### src/include/omp_pkg.sv
// Purpose: constants, types and register map of the operating-mode and paging control
// Assumes: AHB-Lite slave, 32-bit data, one word per register
// Notes:   offsets are byte addresses
package omp_pkg;

    // register byte offsets
    localparam logic [7:0] OMP_CTRL_OFS      = 8'h00;
    localparam logic [7:0] OMP_FLAGS_OFS     = 8'h04;
    localparam logic [7:0] OMP_ROOT_LO_OFS   = 8'h08;
    localparam logic [7:0] OMP_ROOT_HI_OFS   = 8'h0C;
    localparam logic [7:0] OMP_CMD_OFS       = 8'h10;
    localparam logic [7:0] OMP_STATUS_OFS    = 8'h14;
    localparam logic [7:0] OMP_GEOM_OFS      = 8'h18;
    localparam logic [7:0] OMP_ROOT_EFF_LO_OFS = 8'h1C;
    localparam logic [7:0] OMP_ROOT_EFF_HI_OFS = 8'h20;

    // control register field positions
    localparam int OMP_CTRL_PROT_BIT  = 0;   // protected operation enable
    localparam int OMP_CTRL_PAGE_BIT  = 1;   // paging_enable_bit
    localparam int OMP_CTRL_AEXT_BIT  = 2;   // address_extension_enable
    localparam int OMP_CTRL_LPAGE_BIT = 3;   // large_page_enable
    localparam int OMP_CTRL_LME_BIT   = 4;   // long mode enable
    // flags register field position
    localparam int OMP_FLAGS_V86_BIT  = 0;   // virtual_8086_flag
    // command register field positions (write-one pulses)
    localparam int OMP_CMD_MGMT_ENTER = 0;
    localparam int OMP_CMD_MGMT_EXIT  = 1;
    localparam int OMP_CMD_LOAD_CODE  = 2;   // load code descriptor
    localparam int OMP_CMD_LONG_ATTR  = 3;   // long attribute of that descriptor

    // reset values
    localparam logic [4:0]  OMP_CTRL_RST  = 5'h00;
    localparam logic [31:0] OMP_ROOT_RST  = 32'h0000_0000;

    // architectural widths and sizes
    localparam logic [6:0]  OMP_VA_LONG      = 7'h40;  // 64 bits
    localparam logic [6:0]  OMP_VA_LEGACY    = 7'h20;  // 32 bits
    localparam logic [6:0]  OMP_EA_LONG      = 7'h40;
    localparam logic [6:0]  OMP_EA_LEGACY    = 7'h20;
    localparam logic [6:0]  OMP_PA_MAX       = 7'h34;  // 52 bits
    localparam logic [6:0]  OMP_PA_LARGE_DIR = 7'h28;  // 40 bits
    localparam logic [9:0]  OMP_DPT_LONG     = 10'h200; // 512 entries
    localparam logic [9:0]  OMP_DPT_LEGACY   = 10'h004; // 4 entries
    localparam logic [6:0]  OMP_ENTRY_WIDE   = 7'h40;
    localparam logic [6:0]  OMP_ENTRY_NARROW = 7'h20;
    localparam logic [2:0]  OMP_RESTART_BYTES = 3'h1;   // one byte each
    localparam logic [6:0]  OMP_SAVE_WIDTH    = 7'h40;  // 64-bit save layout

    // page-size mask bits
    localparam int OMP_PG_4K = 0;
    localparam int OMP_PG_2M = 1;
    localparam int OMP_PG_4M = 2;

    // translation-root meaning
    typedef enum logic [1:0] {
        OMP_ROOT_NONE    = 2'h0,
        OMP_ROOT_DIR     = 2'h1,   // page-directory table
        OMP_ROOT_DPT     = 2'h2,   // directory_pointer_table
        OMP_ROOT_TOP     = 2'h3    // top_level_map_table
    } omp_root_kind_t;

    // operating modes, one-hot
    typedef enum logic [5:0] {
        OMP_REAL   = 6'h01,
        OMP_PROT   = 6'h02,
        OMP_V86    = 6'h04,
        OMP_COMPAT = 6'h08,
        OMP_LONG64 = 6'h10,
        OMP_MGMT   = 6'h20
    } omp_mode_t;

    // translation geometry reported to the rest of the core
    typedef struct packed {
        logic [6:0]     va_width;
        logic [6:0]     ea_width;
        logic [6:0]     pa_width;
        logic [6:0]     entry_width;
        logic [9:0]     dpt_entries;
        logic [2:0]     levels;
        logic [2:0]     page_sizes;
        omp_root_kind_t root_kind;
        logic           disp_sext64;
    } omp_geom_t;

endpackage

### src/logic/omp_core.sv
// Purpose: operating-mode tracking and mode-dependent translation setup
// Assumes: single AHB-Lite slave, word accesses, zero wait states
// Notes:   commands are write-one pulses, unmapped reads return zero, OKAY always
`timescale 1ns/1ps
`default_nettype none
module omp_core
    import omp_pkg::*;
#(
    parameter logic [6:0] PA_IMPL = 7'h34          // implemented physical bits, at most 52
) (
    input  wire logic        hclk,         // core clock
    input  wire logic        hresetn,      // async reset, active low
    input  wire logic        hsel,         // slave select
    input  wire logic [31:0] haddr,        // byte address
    input  wire logic [1:0]  htrans,       // transfer type
    input  wire logic        hwrite,       // write when high
    input  wire logic [2:0]  hsize,        // transfer size
    input  wire logic        hready,       // bus ready in
    input  wire logic [31:0] hwdata,       // write data
    output logic      [31:0] hrdata,       // read data
    output logic             hreadyout,    // always ready
    output logic             hresp,        // always OKAY
    output omp_mode_t        mode,         // current operating mode
    output omp_geom_t        geom,         // translation geometry
    output logic      [63:0] root_eff,     // effective translation root
    output logic             long_active   // long mode active
);

    // address phase capture
    logic       ph_wr;
    logic       ph_rd;
    logic [7:0] ph_addr;
    wire        addr_ok = hsel & hready & htrans[1];

    always_ff @(posedge hclk or negedge hresetn) begin
        if (!hresetn) begin
            ph_wr   <= 1'b0;
            ph_rd   <= 1'b0;
            ph_addr <= 8'h00;
        end else begin
            ph_wr   <= addr_ok & hwrite;
            ph_rd   <= addr_ok & ~hwrite;
            ph_addr <= haddr[7:0];
        end
    end

    // write strobes per register
    wire wr_ctrl  = ph_wr & (ph_addr == OMP_CTRL_OFS);
    wire wr_flags = ph_wr & (ph_addr == OMP_FLAGS_OFS);
    wire wr_rlo   = ph_wr & (ph_addr == OMP_ROOT_LO_OFS);
    wire wr_rhi   = ph_wr & (ph_addr == OMP_ROOT_HI_OFS);
    wire wr_cmd   = ph_wr & (ph_addr == OMP_CMD_OFS);

    // software-held state
    logic [4:0]  ctrl;
    logic        v86_flag;
    logic [63:0] root;                     // translation_root_register, 64 bits

    wire prot_en  = ctrl[OMP_CTRL_PROT_BIT];
    wire page_en  = ctrl[OMP_CTRL_PAGE_BIT];
    wire aext_en  = ctrl[OMP_CTRL_AEXT_BIT];
    wire lpage_en = ctrl[OMP_CTRL_LPAGE_BIT];
    wire lme      = ctrl[OMP_CTRL_LME_BIT];

    // commands
    wire cmd_enter = wr_cmd & hwdata[OMP_CMD_MGMT_ENTER];
    wire cmd_exit  = wr_cmd & hwdata[OMP_CMD_MGMT_EXIT];
    wire cmd_code  = wr_cmd & hwdata[OMP_CMD_LOAD_CODE];
    wire cmd_lattr = hwdata[OMP_CMD_LONG_ATTR];

    // register storage
    always_ff @(posedge hclk or negedge hresetn) begin
        if (!hresetn) begin
            ctrl     <= OMP_CTRL_RST;
            v86_flag <= 1'b0;
            root     <= {OMP_ROOT_RST, OMP_ROOT_RST};
        end else begin
            if (wr_ctrl) ctrl <= hwdata[4:0];
            if (wr_flags) v86_flag <= hwdata[OMP_FLAGS_V86_BIT];
            if (wr_rlo) root[31:0] <= hwdata;
            if (wr_rhi) root[63:32] <= hwdata;
        end
    end

    // next values of the control bits as they will stand after this write
    wire [4:0] ctrl_n   = wr_ctrl ? hwdata[4:0] : ctrl;
    wire       v86_n    = wr_flags ? hwdata[OMP_FLAGS_V86_BIT] : v86_flag;
    wire       prot_n   = ctrl_n[OMP_CTRL_PROT_BIT];
    wire       page_n   = ctrl_n[OMP_CTRL_PAGE_BIT];
    wire       aext_n   = ctrl_n[OMP_CTRL_AEXT_BIT];
    wire       lme_n    = ctrl_n[OMP_CTRL_LME_BIT];
    // long mode needs enable, paging, protection and address extension
    wire       long_n   = lme_n & page_n & prot_n & aext_n;

    // mode state machine
    omp_mode_t mode_q;
    omp_mode_t next_mode;
    omp_mode_t ret_mode;                   // mode to resume after management
    omp_mode_t legacy_mode;

    // legacy sub-mode; the virtual-8086 flag has no effect while long mode is enabled
    wire       v86_ok   = v86_n & ~lme_n;
    assign legacy_mode = !prot_n ? OMP_REAL : (v86_ok ? OMP_V86 : OMP_PROT);

    always_comb begin
        next_mode = mode_q;
        case (mode_q)
            OMP_REAL, OMP_PROT, OMP_V86: begin
                if (cmd_enter) next_mode = OMP_MGMT;
                else if (long_n) next_mode = OMP_COMPAT;
                else next_mode = legacy_mode;
            end
            OMP_COMPAT: begin
                if (cmd_enter) next_mode = OMP_MGMT;
                else if (!long_n) next_mode = legacy_mode;
                else if (cmd_code && cmd_lattr) next_mode = OMP_LONG64;
                else next_mode = OMP_COMPAT;
            end
            OMP_LONG64: begin
                if (cmd_enter) next_mode = OMP_MGMT;
                else if (!long_n) next_mode = legacy_mode;
                else if (cmd_code && !cmd_lattr) next_mode = OMP_COMPAT;
                else next_mode = OMP_LONG64;
            end
            OMP_MGMT: begin
                if (cmd_exit) next_mode = ret_mode;
            end
            default: next_mode = OMP_REAL;
        endcase
    end

    always_ff @(posedge hclk or negedge hresetn) begin
        if (!hresetn) begin
            mode_q   <= OMP_REAL;
            ret_mode <= OMP_REAL;
        end else begin
            mode_q <= next_mode;
            if (cmd_enter && mode_q != OMP_MGMT) ret_mode <= mode_q;
        end
    end

    // long mode active: compatibility or 64-bit, or management entered from long
    wire in_long  = (mode_q == OMP_COMPAT) | (mode_q == OMP_LONG64);
    wire mgmt_lng = (mode_q == OMP_MGMT) &
                    ((ret_mode == OMP_COMPAT) | (ret_mode == OMP_LONG64));
    wire lng      = in_long | mgmt_lng;
    wire pa_cap   = (PA_IMPL > OMP_PA_MAX) ? 1'b1 : 1'b0;
    wire [6:0] pa_w = pa_cap ? OMP_PA_MAX : PA_IMPL;

    // translation geometry selection
    wire [6:0]  va_w    = lng ? OMP_VA_LONG : OMP_VA_LEGACY;
    wire [6:0]  ea_w    = lng ? OMP_EA_LONG : OMP_EA_LEGACY;
    wire [6:0]  ent_w   = aext_en ? OMP_ENTRY_WIDE : OMP_ENTRY_NARROW;
    wire [9:0]  dpt_n   = lng ? OMP_DPT_LONG : OMP_DPT_LEGACY;
    // four levels only in long mode; legacy has 3 with extension, else 2; none with paging off
    wire [2:0]  lvls    = !page_en ? 3'h0 :
                          lng ? 3'h4 : (aext_en ? 3'h3 : 3'h2);
    // page sizes: long ignores large-page enable
    wire [2:0]  pg_long = (3'h1 << OMP_PG_4K) | (3'h1 << OMP_PG_2M);
    wire [2:0]  pg_ext  = pg_long;
    wire [2:0]  pg_lp   = (3'h1 << OMP_PG_4K) | (3'h1 << OMP_PG_4M);
    wire [2:0]  pg_leg  = aext_en ? pg_ext : (lpage_en ? pg_lp : (3'h1 << OMP_PG_4K));
    wire [2:0]  pg_sel  = !page_en ? 3'h0 : (lng ? pg_long : pg_leg);
    // entry physical width: PA_IMPL capped at 52 with extension, 40 for large directory entry
    wire [6:0]  pa_leg  = aext_en ? pa_w :
                          (lpage_en ? OMP_PA_LARGE_DIR : OMP_VA_LEGACY);
    wire [6:0]  pa_sel  = lng ? pa_w : pa_leg;
    omp_root_kind_t rk;
    assign rk = !page_en ? OMP_ROOT_NONE :
                lng ? OMP_ROOT_TOP :
                (aext_en ? OMP_ROOT_DPT : OMP_ROOT_DIR);
    // upper half of root masked outside long mode
    wire [63:0] root_m  = lng ? root : {32'h0000_0000, root[31:0]};

    omp_geom_t next_geom;
    always_comb begin
        next_geom.va_width    = va_w;
        next_geom.ea_width    = ea_w;
        next_geom.pa_width    = pa_sel;
        next_geom.entry_width = ent_w;
        next_geom.dpt_entries = dpt_n;
        next_geom.levels      = lvls;
        next_geom.page_sizes  = pg_sel;
        next_geom.root_kind   = rk;
        next_geom.disp_sext64 = lng;
    end

    // registered outputs
    always_ff @(posedge hclk or negedge hresetn) begin
        if (!hresetn) begin
            geom        <= '0;
            root_eff    <= 64'h0000_0000_0000_0000;
            long_active <= 1'b0;
        end else begin
            geom        <= next_geom;
            root_eff    <= root_m;
            long_active <= lng;
        end
    end
    assign mode = mode_q;

    // status word: mode, return mode, save layout, restart entry size
    wire [31:0] status_w = {8'h00, OMP_RESTART_BYTES, OMP_SAVE_WIDTH,
                            2'h0, ret_mode, mode_q};
    wire [31:0] geom_w   = {pa_sel, lvls, pg_sel, rk, dpt_n, lng, ent_w[6], va_w[6],
                            ea_w[6], 3'h0};

    // read mux
    logic [31:0] rd_mux;
    always_comb begin
        case (ph_addr)
            OMP_CTRL_OFS:        rd_mux = {27'h0, ctrl};
            OMP_FLAGS_OFS:       rd_mux = {31'h0, v86_flag};
            OMP_ROOT_LO_OFS:     rd_mux = root[31:0];
            OMP_ROOT_HI_OFS:     rd_mux = root[63:32];
            OMP_STATUS_OFS:      rd_mux = status_w;
            OMP_GEOM_OFS:        rd_mux = geom_w;
            OMP_ROOT_EFF_LO_OFS: rd_mux = root_m[31:0];
            OMP_ROOT_EFF_HI_OFS: rd_mux = root_m[63:32];
            default:             rd_mux = 32'h0000_0000;
        endcase
    end

    assign hrdata    = ph_rd ? rd_mux : 32'h0000_0000;
    assign hreadyout = 1'b1;
    assign hresp     = 1'b0;

endmodule
`default_nettype wire

### config.mk
export PLATFORM = sky130hd
export DESIGN_NAME = omp_core
export DESIGN_NICKNAME = d
export VERILOG_FILES = /design/src/include/omp_pkg.sv /design/src/logic/omp_core.sv
export SDC_FILE = /design/constraint.sdc
export NUM_CORES = 1
export LEC_CHECK = 0
export ABC_AREA = 1
export BUFFER_PORTS_ARGS = -buffer_cell sky130_fd_sc_hd__buf_2
export CAP_MARGIN = 20
export CORE_ASPECT_RATIO = 1.75
export CORE_MARGIN = 2
export CORE_UTILIZATION = 51
export CTS_BUF_LIST = sky130_fd_sc_hd__clkbuf_16
export CTS_CLUSTER_SIZE = 10
export DETAILED_ROUTE_END_ITERATION = 7
export GPL_TIMING_DRIVEN = 0
export PLACE_DENSITY = 0.76
export SYNTH_ARGS = -nofsm -noshare
export SYNTH_HDL_FRONTEND = slang
export SYNTH_SLANG_ARGS = --single-unit
### constraint.sdc
create_clock -name hclk -period 2.1 [get_ports hclk]
set_input_delay 0.42 -clock hclk [delete_from_list [all_inputs] [get_ports hclk]]
set_output_delay 0.42 -clock hclk [all_outputs]
set_load 0.1 [all_outputs]
# Yosys cells after proc, flatten, opt, wreduce, memory -nomap -nowiden
# Index checks and enable logic that the tools add are counted.
# Widths: inputs -> output; s select.
# word_totals
regBits,195
latch_bits,0
mem_bits_rw,0
romBits,0
input_bits,74
out_inout_bits,152
word_cells,98
n_memories,0
# op_classes
addsub,0
multipliers,0
div_mod_pow,0
order_cmp,0
n_eq_ne,18
shifts,0
mux,33
n_bitwise,22
reduce_logical,6
# op_table
operator,count
$pmux 32 s8,1
$mux 64,1
$mux 5,7
$eq 8x5->1 const B,4
$mux 32,1
$mux 3,8
$mux 6,4
$pmux 6 s4,1
$and 1x1->1,17
$eq 8x4->1 const B,2
$mux 7,2
$eq 6x4->1 const B,2
$eq 6x5->1 const B,2
$mux 10,1
$eq 8x3->1 const B,1
$eq 8x6->1 const B,1
$logic_not 8->1,1
$mux 4,2
$eq 6x1->1 const B,1
$eq 6x2->1 const B,1
$eq 6x3->1 const B,1
$eq 6x6->1 const B,1
$mux 2,3
$ne 6x6->1 const B,1
other kinds (7),13

# Depth between registers and ports, before layout
# Gate-level depths: netlist (run 1).
# logic_depth
depth_word,10
mapped_depth,13
depth_no_buf,12

# Worst setup path before layout (run 1)
# Ideal clock, no wire load.
# synth_path
kind,flip-flop to output port
from,register mode_q[5] (netlist: mode[5])
to,output hrdata[30]
t_arrival_ns,3.685
required_time_ns,1.680
setup_slack_ns,-2.005
path_stages_with_launch,9
path_cell_list,dfrtp_1 inv_1 nor3_4 nand2_2 nand2_2 buf_6 buf_8 nand3_1 a31oi_1
# synth_via
elab_chain_len,6
word_cells_on_any_way,9
classes_between,3 x eq/ne; 3 x mux; 3 x bitwise
# synth_lines
item,line_no,rtl
start: declaration,omp_core.sv:96,omp_mode_t mode_q;
start signal: assignment,omp_core.sv:137,mode_q <= next_mode;
$eq 6x4->1 (tied with other cells),omp_core.sv:143,wire in_long = (mode_q == OMP_COMPAT) | (mode_q == OMP_LONG64);
$or 1x1->1 or $and 1x1->1 (tied branches),"omp_core.sv:143, omp_core.sv:144",
$or 1x1->1 *,omp_core.sv:146,wire lng = in_long | mgmt_lng;
$mux 64 *,omp_core.sv:173,"wire [63:0] root_m = lng ? root : {32'h0000_0000, root[31:0]};"
$pmux 32 s8 *,omp_core.sv:211,case (ph_addr)
$mux 32 *,omp_core.sv:224,assign hrdata = ph_rd ? rd_mux : 32'h0000_0000;
end: declaration,omp_core.sv:20,"output logic [31:0] hrdata,"
# Mark *: on every way between the ends. The rest lies on a longest branch, timed or not.

# Final worst setup path (run 1)
# layout_path
from,register mode_q[1] (netlist: mode[1])
to,output hrdata[2]
# The elaborated chain is that of the path after synthesis.

==> results.py, run 1 <==
metrics = {
    "outcome": {
        "status": "finished, violations left",
        "violations": "negative setup slack",
    },
    "detailed_routing": {
        "wl_mm": 25.3,
        "detail-route-antenna-nets": 0,
        "viasPerCell": 5.52,
        "drtIter0Drc": 623,
        "vias": 7016,
        "detail_route.first_pass.iterations": 8,
        "drcViolationCount": 0,
        "routedWlPerCell_um": 19.9,
    },
    "global_routing": {
        "grt_pass1_wl_mm": 35.2,
        "first_global_vias": 6802,
        "grt_antenna_before_repair": 0,
        "grt_max_degree": 99,
        "grt_util_all_layers_pct": 31.1,
        "grt.overflow.total": 0,
    },
    "setup_path": {
        "worst-path-max-fanout": 8,
        "startpoint_type": "flop",
        "critical_path.top_delay_family": "simple AND/OR/NAND/NOR gates",
        "crit_buf_inv": 2,
        "slowest_stage": "dfrtp_4",
        "crit_chain": "nor2_4 -> nand2_2 -> nor3_4 -> nand2_2 -> nand2_4 -> buf_12 -> nand2_8 -> nand2_8 -> nand2_4 -> a21oi_4 -> buf_12",
        "cpPeakStageDelay_ns": 0.51,
        "crit_required_ns": 1.68,
        "worstSetupPathType": "reg -> out",
        "arrival_ns": 2.48,
        "cp-end-kind": "output port",
    },
    "logic_synthesis": {
        "ys_ff_latch": 170,
        "postSynthAreaPerCell_um2": 8.78,
        "synth-edff-count": 0,
        "synth_top_area_share_pct": 57.5,
        "ys_async_sr_fraction_pct": 100,
        "ys.flop_type": "dfrtp_1",
        "synth_warnings": 0,
        "synth.area.top_cells": "dfrtp_1, nand2_1, inv_1, o21ai_0, nor2_1",
        "syn_area_mm2": 0.00731,
        "synth_commonest_cells": "nand2_1, dfrtp_1, inv_1",
        "synthMostInstantiatedCell": "nand2_1",
        "ys_types": 33,
        "yosysTopAreaCell": "dfrtp_1",
        "seq_area_frac_synth_pct": 58.2,
        "postSynthCellCount": 833,
    },
    "power": {
        "leakage_nw": 5.49,
        "p_seq_share_pct": 31.9,
        "vdd_drop_max_v": 0.000730,
        "pwr-share-clk_pct": 25.0,
        "switching_share_pct": 50.1,
        "intPower_mw": 6.06,
        "powerDensity_mw_per_mm2": 1130,
        "switching_power_mw": 6.08,
        "comb_power_share_pct": 43.1,
        "total_power_mw": 12.1,
    },
    "layout": {
        "layout.nets": 1155,
        "n_fill_cell": 859,
        "area_growth_pct": 46.7,
        "antenna_cells": 0,
        "final_area_mm2": 0.0107,
        "stdcell_count": 1271,
        "drive_gt1_share_pct": 40.1,
    },
    "placed_design": {
        "dp_hpwl_mm": 15.2,
        "gp_congestion": 0.890,
        "portBuffers": 169,
        "pre_cts_ws_ns": -0.955,
        "dpl_cell_area_mm2": 0.00887,
        "placed_cells": 1208,
    },
    "floorplanning": {
        "die_y_um": 162,
        "core_mm2": 0.0140,
        "die_x_um": 94.5,
        "rows": 57,
        "start_util_pct": 52.3,
        "die-area_mm2": 0.0154,
        "ios": 226,
    },
    "timing": {
        "tightest_slew_ns": 0.591,
        "slew_violations": 0,
        "hold_violations": 0,
        "rsz0062_at_grt": "true",
        "setup_viol": 33,
        "max_slew_margin_pct": 60.6,
        "fmax_ghz": 0.345,
        "post-route-min-period_ns": 2.90,
        "worst_slack_ns": -0.801,
        "skew_ns": 0.0110,
        "fin_crit_sh_pct": 138,
        "fin_setup_tns_ns": -22.18,
    },
    "clock_tree": {
        "cts_buffer_depth": 2,
        "htreeDepth": 4,
        "cts_tree": "done",
        "clock_sinks": 170,
        "path_clk_slew_ns": 0.07,
        "root_buffer": "clkbuf_16",
        "cts_made_buffers": 17,
        "clk-insertion-delay-late_ns": 0.43,
    },
    "worst_hold_path": {
        "hold_path_class": "in -> reg",
    },
    "flow_run": {
        "cap_violations": 0,
    },
}
==> logic make-up (layout without fill, tap and decap cells) <==
kind of cell	after synthesis	in the layout	share of synthesized area, %
AND/OR/NAND/NOR	351	351	20.5
buffers and inverters	183	417	11.8
AO/OA/AOI/OAI	126	126	9.29
other	2	29	0.103
XOR/XNOR	1	1	0.120
flip-flops	170	170	58.2
==> placed cells by master, fill, tap and decap left out, types with 3 or more instances in the layout <==
cell        count
buf_6           6
conb_1         29
clkbuf_1        9
nor2_1         60
nand3_4         3
dfrtp_4         3
a21oi_1        11
inv_2           7
inv_8           4
nand2_2        31
inv_1          98
nand3_2        21
buf_12         37
clkinv_4        3
nor2_2          7
buf_8           3
buf_2         140
nor3_4          5
dfrtp_1       162
buf_4          60
nand2_4        12
nand4_1         3
nand2_1       156
nor2_4         19
clkinvlp_4     16
nand3_1        30
a22oi_1        10
a21oi_4        14
clkbuf_16      19
dfrtp_2         3
clkbuf_2        3
inv_6           4
o21ai_0        78
==> worst reg2reg max path, stage by stage, from the launching register on <==
cell	delay, ns
dfrtp_1	0.40
nor2_4	0.18
buf_6	0.14
nand3_2	0.08
nor2_2	0.17
buf_6	0.18
buf_4	0.15
nand2_2	0.15
clkbuf_1	0.28
o21ai_0	0.35
==> final cells by class <==
cell class | instances | area, um^2 | area share (%)
Sequential cell | 170 | 4280 | 39.8
Tap cell | 177 | 221 | 2.06
Clock inverter | 15 | 149 | 1.39
Buffer | 62 | 492 | 4.58
Timing Repair Buffer | 202 | 1670 | 15.6
Clock buffer | 17 | 425 | 3.97
Multi-Input combinational cell | 507 | 2970 | 27.7
Inverter | 121 | 528 | 4.92
==> layer usage <==
metal | GRT usage (%) | share of wire [%] | up-vias
met5 | 0 | 0 | -
met4 | 18.6 | 7.2 | 0
met3 | 6.25 | 8.6 | 143
met2 | 55.7 | 52 | 484
met1 | 32.9 | 32 | 3348
li1 | - | - | 3041
==> final timing paths <==
kind / start / end / slack (ns) / cells after the start
setup reg to reg: ph_addr[1] / root[57] / -0.09 / 9
hold / removal: haddr[0] / ph_addr[0] / 0.09 / 1
min in group asynchronous: hresetn / root[6] / 0.52 / 2
hold reg to reg: root[7] / root_eff[7] / 0.41 / 0
setup / recovery: mode[1] / hrdata[2] / -0.80 / 11
max in group asynchronous: hresetn / root[9] / 0.72 / 3
==> registers in the layout (all words and copies together), names as in the netlist <==
register and count:
ctrl 5, geom 14, mode 6, ph_addr 8
ph_rd 1, ph_wr 1, ret_mode 6, root 64
root_eff 64, v86_flag 1
==> repair_timing <==
item	4_1_cts	5_1_grt
cloned	0	1
endpoints found under the setup margin	53	35
hold buffers	1	0
pin swaps	20	16
endpoints found under the hold margin	70	0
setup buffers	16	13
resized for setup	190	81
==> power by group through the flow <==
stage / logic, mW / registers (mW) / clock network [mW]
after floorplan: 1.37 / 6.61 / 0
after global placement: 4.88 / 3.92 / 0
after detailed placement: 4.91 / 3.93 / 0
after CTS: 5.09 / 3.86 / 3.04
after global routing: 5.38 / 3.90 / 3.20
final: 5.23 / 3.87 / 3.04
==> stage by stage <==
step	util, %	hold WS, ns
after floorplan	-	0.124
after global placement	63.1	0.386
after detailed placement	63.5	0.387
after CTS	73.7	0.0830
after global routing	76.8	0.0808
final	76.8	0.0886
(Power assumes the default switching activity.)
==> inputs of run 2 (changes only) <==
--- a/config.mk
+++ b/config.mk
@@ -5,7 +5,6 @@
 export SDC_FILE = /design/constraint.sdc
 export NUM_CORES = 1
 export LEC_CHECK = 0
-export ABC_AREA = 1
 export BUFFER_PORTS_ARGS = -buffer_cell sky130_fd_sc_hd__buf_2
 export CAP_MARGIN = 20
 export CORE_ASPECT_RATIO = 1.75
@@ -16,6 +15,7 @@
 export DETAILED_ROUTE_END_ITERATION = 7
 export GPL_TIMING_DRIVEN = 0
 export PLACE_DENSITY = 0.76
+export SKIP_CTS_REPAIR_TIMING = 1
 export SYNTH_ARGS = -nofsm -noshare
 export SYNTH_HDL_FRONTEND = slang
 export SYNTH_SLANG_ARGS = --single-unit
==> results.py, run 2 <==
metrics = {
    "floorplanning": {
        "core_mm2": 0.0137,
        "rows": 57,
        "ios": 226,
        "start_util_pct": 51.7,
        "die_y_um": 160,
        "die_x_um": 93.0,
        "die-area_mm2": 0.0149,
    },
    "detailed_routing": {
        "routedWlPerCell_um": 21.5,
        "drtIter0Drc": 347,
        "detail-route-antenna-nets": 0,
        "viasPerCell": 5.51,
        "wl_mm": 20.6,
        "vias": 5283,
        "drcViolationCount": 0,
        "dr_wl_met3_mm": 1.04,
        "routed.top_layer": "met4",
        "met1_length_mm": 7.12,
        "detail_route.first_pass.iterations": 7,
        "dr_wl_met2_mm": 11.7,
    },
    "power": {
        "switching_power_mw": 2.39,
        "leakage_nw": 4.71,
        "switching_share_pct": 31.5,
        "pwr-share-clk_pct": 38.9,
        "total_power_mw": 7.61,
        "p_seq_share_pct": 46.5,
        "powerDensity_mw_per_mm2": 744,
        "comb_power_share_pct": 14.6,
        "intPower_mw": 5.22,
        "vdd_drop_max_v": 0.000606,
    },
    "logic_synthesis": {
        "seq_area_frac_synth_pct": 60.2,
        "ys_types": 57,
        "postSynthAreaPerCell_um2": 13.2,
        "synth_warnings": 0,
        "yosysTopAreaCell": "dfrtp_1",
        "synth-edff-count": 0,
        "synth.area.top_cells": "dfrtp_1, mux2_2, buf_4, and2_1, o2bb2ai_1",
        "postSynthCellCount": 536,
        "ys_async_sr_fraction_pct": 100,
        "ys.flop_type": "dfrtp_1",
        "ys_ff_latch": 170,
        "syn_area_mm2": 0.00708,
        "synthMostInstantiatedCell": "dfrtp_1",
        "synth_commonest_cells": "dfrtp_1, mux2_2, buf_4",
        "synth_top_area_share_pct": 59.4,
    },
    "global_routing": {
        "grt.overflow.total": 0,
        "grt_pass1_wl_mm": 29.7,
        "grt_util_all_layers_pct": 26.7,
        "grt_max_degree": 109,
        "grt_antenna_before_repair": 1,
        "first_global_vias": 5400,
    },
    "clock_tree": {
        "cts_tree": "done",
        "cts_buffer_depth": 2,
        "root_buffer": "clkbuf_16",
        "htreeDepth": 4,
        "path_clk_slew_ns": 0.06,
        "cts_made_buffers": 17,
        "clk-insertion-delay-late_ns": 0.43,
        "clock_sinks": 170,
    },
    "setup_path": {
        "worst-path-max-fanout": 7,
        "crit_chain": "or3_4 -> or3_4 -> a21oi_4 -> o21ba_4 -> buf_12 -> clkbuf_16 -> o2bb2ai_4 -> buf_12",
        "worstSetupPathType": "reg -> out",
        "crit_buf_inv": 3,
        "slowest_stage": "dfrtp_4",
        "cpPeakStageDelay_ns": 0.51,
        "critical_path.top_delay_family": "simple AND/OR/NAND/NOR gates",
        "crit_required_ns": 1.68,
        "startpoint_type": "flop",
        "arrival_ns": 2.85,
        "cp-end-kind": "output port",
    },
    "layout": {
        "layout_commonest_cell": "dfrtp_1",
        "n_fill_cell": 897,
        "regArea_mm2": 0.00427,
        "drive_gt1_share_pct": 54.7,
        "stdcell_count": 958,
        "top_regs": "root: 64 flops, root_eff: 64 flops, geom: 14 flops",
        "final_area_mm2": 0.0102,
        "multi_input_area_mm2": 0.00305,
        "most-common-layout-cells": "dfrtp_1, buf_2, mux2_2",
        "layout.nets": 841,
        "area_growth_pct": 44.6,
    },
    "timing": {
        "rsz0062_at_grt": "true",
        "setup_viol": 34,
        "hold_violations": 0,
        "fin_crit_sh_pct": 156,
        "fmax_ghz": 0.306,
        "slew_violations": 0,
        "max_slew_margin_pct": 60.2,
        "tightest_slew_ns": 0.597,
        "post-route-min-period_ns": 3.27,
        "skew_ns": 0.00834,
        "worst_slack_ns": -1.17,
        "holdWs_ns": 0.102,
    },
    "worst_hold_path": {
        "hold_path_class": "in -> reg",
    },
    "placed_design": {
        "dp_hpwl_mm": 14.1,
        "gp_congestion": 0.936,
        "dpl_cell_area_mm2": 0.00874,
        "portBuffers": 169,
        "placed_cells": 911,
    },
    "outcome": {
        "status": "finished, violations left",
        "violations": "negative setup slack",
    },
    "flow_run": {
        "cap_violations": 0,
    },
}
run 2: cell types whose count changed after synthesis, moves of 6 or more:
cell / change
a21oi_1: -12
a22o_1: +8
and2_1: +35
clkbuf_1: +12
inv_1: -110
mux2_2: +72
nand2_1: -179
nand3_1: -46
nor2_1: -67
nor4b_1: +7
o21ai_0: -72
o2bb2ai_1: +14
o2bb2ai_2: +6
run 2: per-layer routing:
metal / global-route usage [%] / up-vias
met2: 48.5 / 213
li1: - / 2330
met4: 12.1 / 0
met1: 29.3 / 2693
met5: 0 / -
met3: 5.52 / 47
run 2: metrics by stage:
| stage | utilization, % | worst slack (ns) | TNS [ns] |
|---|---|---|---|
| 2_1_floorplan | - | -0.884 | -31.89 |
| 3_3_place_gp | 63.4 | -2.34 | -388.59 |
| 3_5_place_dp | 63.8 | -1.41 | -82.10 |
| 4_1_cts | 67.9 | -1.87 | -99.09 |
| 5_1_grt | 74.7 | -1.22 | -37.61 |
| 6_report | 74.7 | -1.17 | -35.38 |
run 2: area by class of cell:
cell class	count	area share, %
flip-flops and latches	170	41.7
multi-input cells	313	29.8
repair buffers	196	15.9
plain buffers	61	4.57
clock buffers	17	4.16
well taps	177	2.17
clock inverters	15	1.31
inverters	8	0.318
diodes	1	0.0245
run 2: power by group through the flow:
stage / Sequential (mW) / Combinational (mW) / Clock (mW)
5_1_grt: 3.55 / 1.16 / 3.13
6_report: 3.54 / 1.11 / 2.96
3_5_place_dp: 3.56 / 1.11 / 0
3_3_place_gp: 3.55 / 1.09 / 0
4_1_cts: 3.50 / 1.11 / 2.98
2_1_floorplan: 3.92 / 0.478 / 0
run 2: final timing paths:
kind / from / endpoint / slack, ns / cells after the start
setup / recovery: mode[1] / hrdata[19] / -1.17 / 8
hold / removal: haddr[3] / ph_addr[3] / 0.10 / 1
setup reg to reg: mode[1] / root_eff[35] / -0.01 / 6
hold reg to reg: ctrl[2] / geom[25] / 0.38 / 0
max in group asynchronous: hresetn / ph_addr[0] / 0.60 / 3
min in group asynchronous: hresetn / root[41] / 0.57 / 2
run 2: logic make-up after synthesis:
kind of cell	share of synthesized area [%]
multiplexers	12.0
AND/OR/NAND/NOR	9.57
flip-flops	60.2
other	0.106
XOR/XNOR	0.619
buffers and inverters	6.98
AO/OA/AOI/OAI	10.5
